## src/nco_consts.svh

```systemverilog
// Constants for the oscillator tuning configuration block.
// Assumes inclusion by bare name from the package and the tuning configuration module.
// Overview of operation
// One shared 16-bit read/write rational step divisor serves all eight presets.
// Software programs divisor as sample rate over frequency step, divided by 128.
// Software keeps the divisor at or below 8192 to protect spur performance.
// Software uses only rate and step pairs giving an integer divisor.
// Output frequency equals tuning word times two to minus 32 times sample rate.
// Tuning word behaves identically whether read as signed or unsigned, modulo sample rate.
// Tuning word write while output link runs makes phase non-deterministic.
// Controller re-initializes the output link after tuning changes for deterministic phase.
// With non-integer word, software programs divisor and rounds the scaled word.
// Each preset has its own 16-bit phase offset, both bytes reset to zero.
// Phase offset sits in upper half of 32 bits, added to accumulator.
// Active preset comes from pins when source bit is 0, else register field.
// Accumulator advances by the active word each sample, wrapping per divisor ratio.
`ifndef NCO_CONSTS_SVH
`define NCO_CONSTS_SVH

// ****************************************************************
// Register word addresses
// ****************************************************************
`define NCO_ADDR_W 8
`define NCO_ADDR_RDIV 8'h00
`define NCO_ADDR_MODE 8'h01
`define NCO_ADDR_SEL 8'h02
`define NCO_ADDR_STATUS 8'h03
`define NCO_ADDR_RNUM 8'h04
`define NCO_BANK_FREQ 5'h01
`define NCO_BANK_PHASE 5'h02

// ****************************************************************
// Field layout and reset values
// ****************************************************************
`define NCO_WORD_RESET 32'hc0000000
`define NCO_OFFSET_RESET 16'h0000
`define NCO_DIVISOR_RESET 16'h0000
`define NCO_RNUM_RESET 16'h0000
`define NCO_SELECT_RESET 3'h0
`define NCO_SOURCE_RESET 1'b0
`define NCO_STAT_NONDET 0
`define NCO_STAT_LINK 4
`define NCO_OFFSET_SHIFT 16
`define NCO_PRESETS 8

`endif

```

## src/nco_pkg.sv

```systemverilog
// Types shared by the oscillator tuning configuration modules.
// Assumes the constants header is on the include path.
`include "nco_consts.svh"

package nco_pkg;
  typedef logic [2:0] nco_preset_t;
  typedef logic [31:0] nco_word_t;
  typedef logic [15:0] nco_half_t;
  typedef logic [`NCO_ADDR_W-1:0] nco_addr_t;
endpackage

```

## src/nco_sample_div.sv

```systemverilog
// Sample-rate enable divider: one-cycle pulse every DIV clocks.
// Assumes a single clock with synchronous active-low reset.
`timescale 1ns/1ps

module nco_sample_div #(
  parameter int DIV = 1
) (
  input wire logic clock,
  input wire logic rst_b,
  output logic sample_en
);
  localparam int CW = (DIV > 1) ? $clog2(DIV) : 1;
  localparam logic [CW-1:0] LAST = CW'(DIV - 1);

  logic [CW-1:0] cnt_r;
  logic [CW-1:0] cnt_nxt;
  wire at_last = (cnt_r == LAST);

  assign cnt_nxt = at_last ? '0 : cnt_r + CW'(1);
  assign sample_en = at_last;

  always_ff @(posedge clock) begin
    if (!rst_b) begin
      cnt_r <= '0;
    end else begin
      cnt_r <= cnt_nxt;
    end
  end
endmodule

```

## src/nco_phase_acc.sv

```systemverilog
// Phase accumulator with rational correction of the per-sample increment.
// Assumes numerator below divisor; divisor of zero disables the correction.
`timescale 1ns/1ps

module nco_phase_acc (
  input wire logic clock,
  input wire logic rst_b,
  input wire logic sample_en,
  input wire nco_pkg::nco_word_t step_word,
  input wire nco_pkg::nco_half_t rdiv,
  input wire nco_pkg::nco_half_t rnum,
  output nco_pkg::nco_word_t acc
);
  nco_pkg::nco_word_t acc_r;
  nco_pkg::nco_word_t acc_nxt;
  logic [15:0] res_r;
  logic [15:0] res_nxt;
  logic [16:0] res_sum;
  logic carry;
  wire rational_on = (rdiv != 16'h0000);

  // Increment is word plus rnum/rdiv, so the wrap tracks the step ratio exactly
  assign res_sum = {1'b0, res_r} + {1'b0, rnum};
  assign carry = rational_on && (res_sum >= {1'b0, rdiv});
  assign res_nxt = !rational_on ? 16'h0000 :
                   carry ? 16'(res_sum - {1'b0, rdiv}) : res_sum[15:0];
  // Modulo 2^32 add makes signed and unsigned words alias alike
  assign acc_nxt = acc_r + step_word + {31'h0, carry};
  assign acc = acc_r;

  always_ff @(posedge clock) begin
    if (!rst_b) begin
      acc_r <= '0;
      res_r <= '0;
    end else if (sample_en) begin
      acc_r <= acc_nxt;
      res_r <= res_nxt;
    end
  end
endmodule

```

## src/nco_tuning_config.sv

```systemverilog
// Tuning configuration for the down-converter oscillator: register file,
// preset selection, phase accumulation and phase-determinism tracking.
// Assumes a plain register port with read data one cycle after the strobe.
`timescale 1ns/1ps
`include "nco_consts.svh"

module nco_tuning_config #(
  parameter int SAMPLE_DIV = 1
) (
  input wire logic clock,
  input wire logic rst_b,
  input wire nco_pkg::nco_addr_t reg_addr,
  input wire logic [31:0] reg_wdata,
  input wire logic reg_wr,
  input wire logic reg_rd,
  output logic [31:0] reg_rdata,
  input wire nco_pkg::nco_preset_t preset_select_pins,
  input wire logic link_running,
  input wire logic link_reinit,
  output nco_pkg::nco_word_t phase_out,
  output nco_pkg::nco_word_t active_tuning_word,
  output nco_pkg::nco_preset_t active_preset,
  output logic phase_nondet
);
  // ****************************************************************
  // Storage
  // ****************************************************************
  nco_pkg::nco_half_t rational_step_divisor_r;
  nco_pkg::nco_half_t rational_numerator_r;
  nco_pkg::nco_word_t preset_tuning_word_r [`NCO_PRESETS];
  nco_pkg::nco_half_t preset_phase_offset_r [`NCO_PRESETS];
  logic preset_source_mode_r;
  nco_pkg::nco_preset_t preset_select_field_r;
  logic nondet_r;
  logic nondet_nxt;
  logic [31:0] rdata_r;
  logic [31:0] rdata_nxt;
  nco_pkg::nco_word_t phase_r;
  nco_pkg::nco_word_t word_r;
  nco_pkg::nco_preset_t preset_r;

  // ****************************************************************
  // Address decode
  // ****************************************************************
  function automatic logic in_bank(input nco_pkg::nco_addr_t a, input logic [4:0] bank);
    in_bank = (a[`NCO_ADDR_W-1:3] == bank);
  endfunction

  wire nco_pkg::nco_preset_t idx = reg_addr[2:0];
  wire hit_rdiv = (reg_addr == `NCO_ADDR_RDIV);
  wire hit_mode = (reg_addr == `NCO_ADDR_MODE);
  wire hit_sel = (reg_addr == `NCO_ADDR_SEL);
  wire hit_stat = (reg_addr == `NCO_ADDR_STATUS);
  wire hit_rnum = (reg_addr == `NCO_ADDR_RNUM);
  wire hit_freq = in_bank(reg_addr, `NCO_BANK_FREQ);
  wire hit_phase = in_bank(reg_addr, `NCO_BANK_PHASE);
  wire wr_freq = reg_wr && hit_freq;
  wire wr_phase = reg_wr && hit_phase;

  // ****************************************************************
  // Preset selection
  // ****************************************************************
  wire nco_pkg::nco_preset_t sel_now =
    preset_source_mode_r ? preset_select_field_r : preset_select_pins;
  wire nco_pkg::nco_word_t word_now = preset_tuning_word_r[sel_now];
  wire nco_pkg::nco_half_t offs_now = preset_phase_offset_r[sel_now];

  // ****************************************************************
  // Phase accumulation
  // ****************************************************************
  logic sample_en;
  nco_pkg::nco_word_t acc;

  nco_sample_div #(
    .DIV(SAMPLE_DIV)
  ) u_div (
    .clock(clock),
    .rst_b(rst_b),
    .sample_en(sample_en)
  );

  nco_phase_acc u_acc (
    .clock(clock),
    .rst_b(rst_b),
    .sample_en(sample_en),
    .step_word(word_now),
    .rdiv(rational_step_divisor_r),
    .rnum(rational_numerator_r),
    .acc(acc)
  );

  // Offset is MSB-justified: one step is 2*pi/65536 radians
  wire nco_pkg::nco_word_t phase_nxt = acc + {offs_now, 16'h0000};

  // ****************************************************************
  // Determinism tracking
  // ****************************************************************
  // A new word changes phase against link alignment; a fresh link start
  // restores it. A write in the clearing cycle still sets the flag.
  wire nondet_set = wr_freq && link_running;
  wire nondet_clr = link_reinit ||
    (reg_wr && hit_stat && reg_wdata[`NCO_STAT_NONDET]);
  assign nondet_nxt = nondet_set | (nondet_r & ~nondet_clr);

  // ****************************************************************
  // Read mux
  // ****************************************************************
  wire [31:0] status_word = {27'h0, link_running, sel_now, nondet_r};
  assign rdata_nxt = !reg_rd ? 32'h0 :
                     hit_rdiv ? {16'h0, rational_step_divisor_r} :
                     hit_mode ? {31'h0, preset_source_mode_r} :
                     hit_sel ? {29'h0, preset_select_field_r} :
                     hit_stat ? status_word :
                     hit_rnum ? {16'h0, rational_numerator_r} :
                     hit_freq ? preset_tuning_word_r[idx] :
                     hit_phase ? {16'h0, preset_phase_offset_r[idx]} :
                     32'h0;

  // ****************************************************************
  // Register writes
  // ****************************************************************
  always_ff @(posedge clock) begin
    if (!rst_b) begin
      rational_step_divisor_r <= `NCO_DIVISOR_RESET;
      rational_numerator_r <= `NCO_RNUM_RESET;
      preset_source_mode_r <= `NCO_SOURCE_RESET;
      preset_select_field_r <= `NCO_SELECT_RESET;
    end else if (reg_wr) begin
      if (hit_rdiv) begin
        rational_step_divisor_r <= reg_wdata[15:0];
      end
      if (hit_rnum) begin
        rational_numerator_r <= reg_wdata[15:0];
      end
      if (hit_mode) begin
        preset_source_mode_r <= reg_wdata[0];
      end
      if (hit_sel) begin
        preset_select_field_r <= reg_wdata[2:0];
      end
    end
  end

  always_ff @(posedge clock) begin
    if (!rst_b) begin
      for (int i = 0; i < `NCO_PRESETS; i++) begin
        preset_tuning_word_r[i] <= `NCO_WORD_RESET;
        preset_phase_offset_r[i] <= `NCO_OFFSET_RESET;
      end
    end else begin
      if (wr_freq) begin
        preset_tuning_word_r[idx] <= reg_wdata;
      end
      if (wr_phase) begin
        preset_phase_offset_r[idx] <= reg_wdata[15:0];
      end
    end
  end

  // ****************************************************************
  // Output registers
  // ****************************************************************
  always_ff @(posedge clock) begin
    if (!rst_b) begin
      nondet_r <= 1'b0;
      rdata_r <= 32'h0;
      phase_r <= 32'h0;
      word_r <= `NCO_WORD_RESET;
      preset_r <= `NCO_SELECT_RESET;
    end else begin
      nondet_r <= nondet_nxt;
      rdata_r <= rdata_nxt;
      phase_r <= phase_nxt;
      word_r <= word_now;
      preset_r <= sel_now;
    end
  end

  assign reg_rdata = rdata_r;
  assign phase_out = phase_r;
  assign active_tuning_word = word_r;
  assign active_preset = preset_r;
  assign phase_nondet = nondet_r;
endmodule

```

## config.mk

```make
export PLATFORM = sky130hd
export DESIGN_NAME = nco_tuning_config
export DESIGN_NICKNAME = d
export VERILOG_FILES = /design/src/nco_pkg.sv /design/src/nco_sample_div.sv /design/src/nco_phase_acc.sv /design/src/nco_tuning_config.sv
export VERILOG_INCLUDE_DIRS = /design/src
export SDC_FILE = /design/constraint.sdc
export NUM_CORES = 1
export LEC_CHECK = 0
export BUFFER_PORTS_ARGS = -buffer_cell sky130_fd_sc_hd__clkbuf_2
export CAP_MARGIN = 20
export CORE_MARGIN = 5
export CORE_UTILIZATION = 25
export DETAILED_ROUTE_END_ITERATION = 10
export SETUP_SLACK_MARGIN = 0.5
export SLEW_MARGIN = 20
export SYNTH_ARGS = -nofsm -noshare
export SYNTH_HDL_FRONTEND = slang
export SYNTH_SLANG_ARGS = --single-unit
```

## constraint.sdc

```tcl
create_clock -name clock -period 7.25 [get_ports clock]
set_input_delay 0.725 -clock clock [delete_from_list [all_inputs] [get_ports clock]]
set_output_delay 0.725 -clock clock [all_outputs]
set_load 0.05 [all_outputs]
```

==> flow_summary.html <==
<table>
<tr><th>Metric</th><th>Value</th></tr>
<tr><th colspan="2">Synth</th></tr>
<tr><td>Gate Count Post-Synth</td><td>2345</td></tr>
<tr><td>Post-synthesis cell area</td><td>29700 µm²</td></tr>
<tr><td>Seq cells post-synth</td><td>around 570</td></tr>
<tr><td>Net count after synthesis</td><td>2475</td></tr>
<tr><td>YS warnings</td><td>0</td></tr>
<tr><td>Flip-flop cell with the highest count after synthesis</td><td>sky130_fd_sc_hd__edfxtp_1</td></tr>
<tr><td>Number of distinct standard cells referenced by the synthesized netlist</td><td>89</td></tr>
<tr><td>Sequential fraction of the synthesis area</td><td>about 51%</td></tr>
<tr><td>Share of async-settable or async-resettable flops after synthesis</td><td>0%</td></tr>
<tr><td>Synthesized area per cell</td><td>12.7 µm²</td></tr>
<tr><td>Number of enable flip-flop cells after synthesis</td><td>384</td></tr>
<tr><th colspan="2">Worst setup path</th></tr>
<tr><td>Count of buffering cells on the critical path with inverters included</td><td>2</td></tr>
<tr><td>WP data arrival</td><td>6.59 ns</td></tr>
<tr><td>Startpoint of the worst-slack reg-to-reg timing path</td><td>rational_numerator_r[0]</td></tr>
<tr><td>Cell type group with the largest total delay on the critical path</td><td>compound AO/OA/AOI/OAI gates</td></tr>
<tr><td>Required time of the critical path</td><td>7.79 ns</td></tr>
<tr><td>Startpoint type of the worst setup path</td><td>register</td></tr>
<tr><td>Register-to-register setup slack</td><td>1.20 ns</td></tr>
<tr><td>Highest-delay cell along the critical path</td><td>sky130_fd_sc_hd__fa_1</td></tr>
<tr><td>Worst Setup SP</td><td>rational_numerator_r[0]</td></tr>
<tr><td>Worst-path maximum fanout</td><td>4</td></tr>
<tr><td>Critical path's most frequent cell</td><td>sky130_fd_sc_hd__o211ai_1</td></tr>
<tr><td>Critical path class</td><td>reg -&gt; reg</td></tr>
<tr><td>Capturing element type of the critical path</td><td>register</td></tr>
<tr><td>Largest stage delay on the critical path</td><td>between 0.4 and 0.5 ns</td></tr>
<tr><td>CP Depth</td><td>25</td></tr>
<tr><td>Endpoint of the worst register-to-register path</td><td>u_acc.acc[28]</td></tr>
<tr><td>R2R depth</td><td>25</td></tr>
<tr><th colspan="2">Timing</th></tr>
<tr><td>Top achievable clock speed</td><td>approximately 170 MHz</td></tr>
<tr><td>Slew of the pin with the lowest slew margin</td><td>1.12 ns</td></tr>
<tr><td>Fin. Hold Viols</td><td>0</td></tr>
<tr><td>Setup repair after global routing missed its margin</td><td>no</td></tr>
<tr><td>Clock skew</td><td>0.0162 ns</td></tr>
<tr><td>Portion of the clock cycle consumed by the worst path in the final layout</td><td>83.4%</td></tr>
<tr><td>Post-route minimum period</td><td>roughly 6.0 ns</td></tr>
<tr><td>Max Transition Viols Final</td><td>0</td></tr>
<tr><td>Final setup violation count</td><td>0</td></tr>
<tr><td>Final sum of negative setup slack</td><td>0 ns</td></tr>
<tr><td>Worst relative slew slack</td><td>24.9%</td></tr>
<tr><th colspan="2">Pwr</th></tr>
<tr><td>Cell Pwr Density</td><td>244 nW/µm²</td></tr>
<tr><td>Leakage component of the power</td><td>12.4 nW</td></tr>
<tr><td>Max VDD drop</td><td>0.000178 V</td></tr>
<tr><td>PnR Total Power</td><td>0.00833 W</td></tr>
<tr><th colspan="2">GRT</th></tr>
<tr><td>Via count of the first global-routing pass</td><td>20000</td></tr>
<tr><td>Total congestion overflow after global routing</td><td>0</td></tr>
<tr><td>Antenna violations before repair</td><td>15</td></tr>
<tr><td>Largest net degree at the start of global routing</td><td>between 70 and 80</td></tr>
<tr><td>Wire length of the first global-routing pass</td><td>~140000 µm</td></tr>
<tr><td>GRT Util Overall</td><td>14.4%</td></tr>
<tr><th colspan="2">Flow run</th></tr>
<tr><td>Max Cap Violations</td><td>0</td></tr>
<tr><th colspan="2">Detailed routing</th></tr>
<tr><td>DRC violations left</td><td>0</td></tr>
<tr><td>Drt first pass iters</td><td>7</td></tr>
<tr><td>Detailed-route wire length</td><td>93200 µm</td></tr>
<tr><td>Number of DRC markers in iteration 0</td><td>2080</td></tr>
<tr><td>Via Count</td><td>between 15000 and 20000</td></tr>
<tr><td>Antenna-violating nets left</td><td>0</td></tr>
<tr><td>Number of vias per cell</td><td>4.94</td></tr>
<tr><td>Average routed wire per standard cell</td><td>23.1 µm</td></tr>
<tr><th colspan="2">Placement</th></tr>
<tr><td>Routability congestion estimate</td><td>0.835</td></tr>
<tr><td>Estimated wirelength of the detail-placed design</td><td>62100 µm</td></tr>
<tr><td>Port Buf Inserts</td><td>148</td></tr>
<tr><td>Area post-placement</td><td>32300 µm²</td></tr>
<tr><th colspan="2">Finish</th></tr>
<tr><td>Fraction of layout instances using a drive strength above 1</td><td>24.2%</td></tr>
<tr><td>Syn-to-layout area delta</td><td>14.9%</td></tr>
<tr><td>Final design area excluding fillers</td><td>34200 µm²</td></tr>
<tr><td>Number of nets in the layout</td><td>roughly 2600</td></tr>
<tr><td>Fillers</td><td>11900</td></tr>
<tr><th colspan="2">Floorplan</th></tr>
<tr><td>Standard-cell rows</td><td>about 130</td></tr>
<tr><td>Vertical die dimension</td><td>355 µm</td></tr>
<tr><td>Horizontal die dimension</td><td>355 µm</td></tr>
<tr><td>Full die area</td><td>approximately 130000 µm²</td></tr>
<tr><td>Core area</td><td>~120000 µm²</td></tr>
<tr><td>Top-level port count</td><td>approximately 150</td></tr>
<tr><td>Starting Density</td><td>25.2%</td></tr>
<tr><th colspan="2">Worst hold path</th></tr>
<tr><td>Class of the tightest hold or removal check</td><td>in -&gt; reg</td></tr>
<tr><td>Number of cells on the worst hold path</td><td>3</td></tr>
<tr><td>Endpoint of the worst hold-timing path</td><td>phase_nondet</td></tr>
<tr><td>Hold wc startpoint</td><td>link_reinit</td></tr>
<tr><th colspan="2">Clock tree</th></tr>
<tr><td>H-tree Lvls</td><td>2</td></tr>
<tr><td>Number of buffers on the longest clock path</td><td>3</td></tr>
<tr><td>Clock tree from TritonCTS</td><td>done</td></tr>
<tr><td>Clock Latency Late Sink</td><td>0.65 ns</td></tr>
<tr><td>Buffer type at the clock tree root</td><td>sky130_fd_sc_hd__clkbuf_16</td></tr>
<tr><td>CTS sink count</td><td>569</td></tr>
<tr><td>Num CTS Buffers</td><td>between 50 and 60</td></tr>
<tr><td>Count of hold-fix buffers inserted at cts</td><td>0</td></tr>
<tr><td>Post-cts resize count</td><td>0</td></tr>
<tr><td>Post-CTS setup buffers</td><td>0</td></tr>
<tr><td>Clock slew at the register clock pins of the worst setup and hold paths</td><td>0.06 ns</td></tr>
<tr><th colspan="2">Run status</th></tr>
<tr><td>Outcome</td><td>finished, final reports clean</td></tr>
</table>
==> cell families (layout without fill, tap and decap cells) <==
family | count (synthesis) | after routing | share of synthesized area, %
buf+inv | 205 | 350 | 2.94
xor+xnor | 58 | 58 | 1.71
simple gates | 822 | 822 | 15.1
mux | 313 | 313 | 19.0
flops | 569 | 569 | 51.2
fa+ha+maj | 81 | 81 | 3.51
other cells | 1 | 13 | 0.0126
compound gates | 296 | 296 | 6.54
==> state kept, by name, indices dropped and copies added, names as in the netlist, 16 cells and up <==
| signal | flops |
|---|---|
| active_tuning_word | 32 |
| u_acc.res_r | 16 |
| rational_numerator_r | 16 |
| rational_step_divisor_r | 16 |
| preset_phase_offset_r | 128 |
| reg_rdata | 32 |
| preset_tuning_word_r | 256 |
| phase_out | 32 |
| u_acc.acc | 32 |
==> worst max-delay path by stage <==
stage	to
final	u_acc.acc[28]
after global routing	u_acc.acc[28]
after CTS	u_acc.acc[12]
after detailed placement	u_acc.acc[12]
after global placement	u_acc.acc[12]
after floorplan	u_acc.acc[12]
==> tightest hold or removal path, delay by kind of cell <==
kind	cells	cell delay, ns
compound gates	1	0.05
buf+inv	1	0.09
simple gates	1	0.09
==> area by class of cell <==
type | instances | area [µm²] | area share [%]
multi-input combinational | 1571 | 13800 | 40.3
tap | 1536 | 1920 | 5.62
antenna | 12 | 30.0 | 0.0878
inverter | 44 | 165 | 0.483
clock inverter | 37 | 315 | 0.922
sequential | 569 | 15200 | 44.6
timing repair buffer | 198 | 1160 | 3.41
clock buffer | 71 | 1570 | 4.60
==> synth_stat cells (7+ instances only) <==
master	count	area share, %
sky130_fd_sc_hd__edfxtp_1	384	39
sky130_fd_sc_hd__and2_1	368	7.7
sky130_fd_sc_hd__mux4_2	192	15
sky130_fd_sc_hd__dfxtp_1	185	12
sky130_fd_sc_hd__nand2_1	143	1.8
sky130_fd_sc_hd__a21oi_1	115	1.9
sky130_fd_sc_hd__clkbuf_1	112	1.4
sky130_fd_sc_hd__nor2_1	108	1.4
sky130_fd_sc_hd__ha_1	77	3.2
sky130_fd_sc_hd__mux2_2	68	2.6
sky130_fd_sc_hd__and3_1	54	1.1
sky130_fd_sc_hd__mux2i_1	51	1.7
sky130_fd_sc_hd__o21ai_0	44	0.74
sky130_fd_sc_hd__xnor2_1	44	1.3
sky130_fd_sc_hd__inv_1	43	0.54
sky130_fd_sc_hd__nor3_1	31	0.52
sky130_fd_sc_hd__buf_2	29	0.49
sky130_fd_sc_hd__nand3_1	26	0.44
sky130_fd_sc_hd__nand2b_1	25	0.53
sky130_fd_sc_hd__or3_1	17	0.36
sky130_fd_sc_hd__a21o_1	15	0.38
sky130_fd_sc_hd__xor2_1	14	0.41
sky130_fd_sc_hd__o21ai_1	12	0.20
sky130_fd_sc_hd__a222oi_1	11	0.37
sky130_fd_sc_hd__nor4_1	10	0.21
sky130_fd_sc_hd__a31oi_1	8	0.17
sky130_fd_sc_hd__buf_4	8	0.20
sky130_fd_sc_hd__nor2b_1	8	0.17
sky130_fd_sc_hd__o21bai_1	8	0.20
sky130_fd_sc_hd__o31ai_1	8	0.20
sky130_fd_sc_hd__or2_2	7	0.15
==> routing by layer <==
layer | global-route usage, % | part of all wire (%)
met3 | 3.40 | 8.2
met1 | 17.9 | 40
met4 | 5.39 | 3.9
met5 | 0 | 0.049
met2 | 24.4 | 48
==> stage by stage <==
step | util, % | std cells | worst slack [ns] | hold WS, ns
after CTS | 28.9 | 4026 | 1.24 | 0.330
after detailed placement | 27.3 | 3918 | 1.29 | 0.449
after global routing | 28.9 | 4029 | 0.829 | 0.374
after floorplan | - | 2345 | 1.82 | 0.429
after global placement | 27.3 | 3918 | 1.35 | 0.441
final | 28.9 | 4038 | 1.20 | 0.366
==> where the power goes <==
part | internal [W] | switching, W
registers | 0.00367 | 0.000127
clock network | 0.00166 | 0.00134
logic | 0.000583 | 0.000952
==> cells in the final DEF, fill, tap and decap left out, types with 6 or more instances in the layout <==
cell and count:
sky130_fd_sc_hd__a21o_1 15, sky130_fd_sc_hd__a21oi_1 115, sky130_fd_sc_hd__a222oi_1 11, sky130_fd_sc_hd__a31oi_1 8
sky130_fd_sc_hd__and2_1 368, sky130_fd_sc_hd__and3_1 54, sky130_fd_sc_hd__buf_4 49, sky130_fd_sc_hd__clkbuf_1 9
sky130_fd_sc_hd__clkbuf_16 61, sky130_fd_sc_hd__clkbuf_2 144, sky130_fd_sc_hd__clkinv_1 7, sky130_fd_sc_hd__clkinv_2 13
sky130_fd_sc_hd__dfxtp_1 185, sky130_fd_sc_hd__diode_2 12, sky130_fd_sc_hd__edfxtp_1 384, sky130_fd_sc_hd__ha_1 77
sky130_fd_sc_hd__inv_1 43, sky130_fd_sc_hd__mux2_2 68, sky130_fd_sc_hd__mux2i_1 50, sky130_fd_sc_hd__mux4_2 192
sky130_fd_sc_hd__nand2_1 143, sky130_fd_sc_hd__nand2b_1 22, sky130_fd_sc_hd__nand3_1 25, sky130_fd_sc_hd__nand4_1 6
sky130_fd_sc_hd__nor2_1 101, sky130_fd_sc_hd__nor2_4 6, sky130_fd_sc_hd__nor2b_1 8, sky130_fd_sc_hd__nor3_1 29
sky130_fd_sc_hd__nor4_1 10, sky130_fd_sc_hd__o21a_1 6, sky130_fd_sc_hd__o21ai_0 34, sky130_fd_sc_hd__o21ai_1 17
sky130_fd_sc_hd__o21ai_4 6, sky130_fd_sc_hd__o21bai_1 8, sky130_fd_sc_hd__o31ai_1 8, sky130_fd_sc_hd__or2_2 7
sky130_fd_sc_hd__or3_1 17, sky130_fd_sc_hd__xnor2_1 44, sky130_fd_sc_hd__xor2_1 14
No activity file was read; power rests on OpenSTA's default activity.
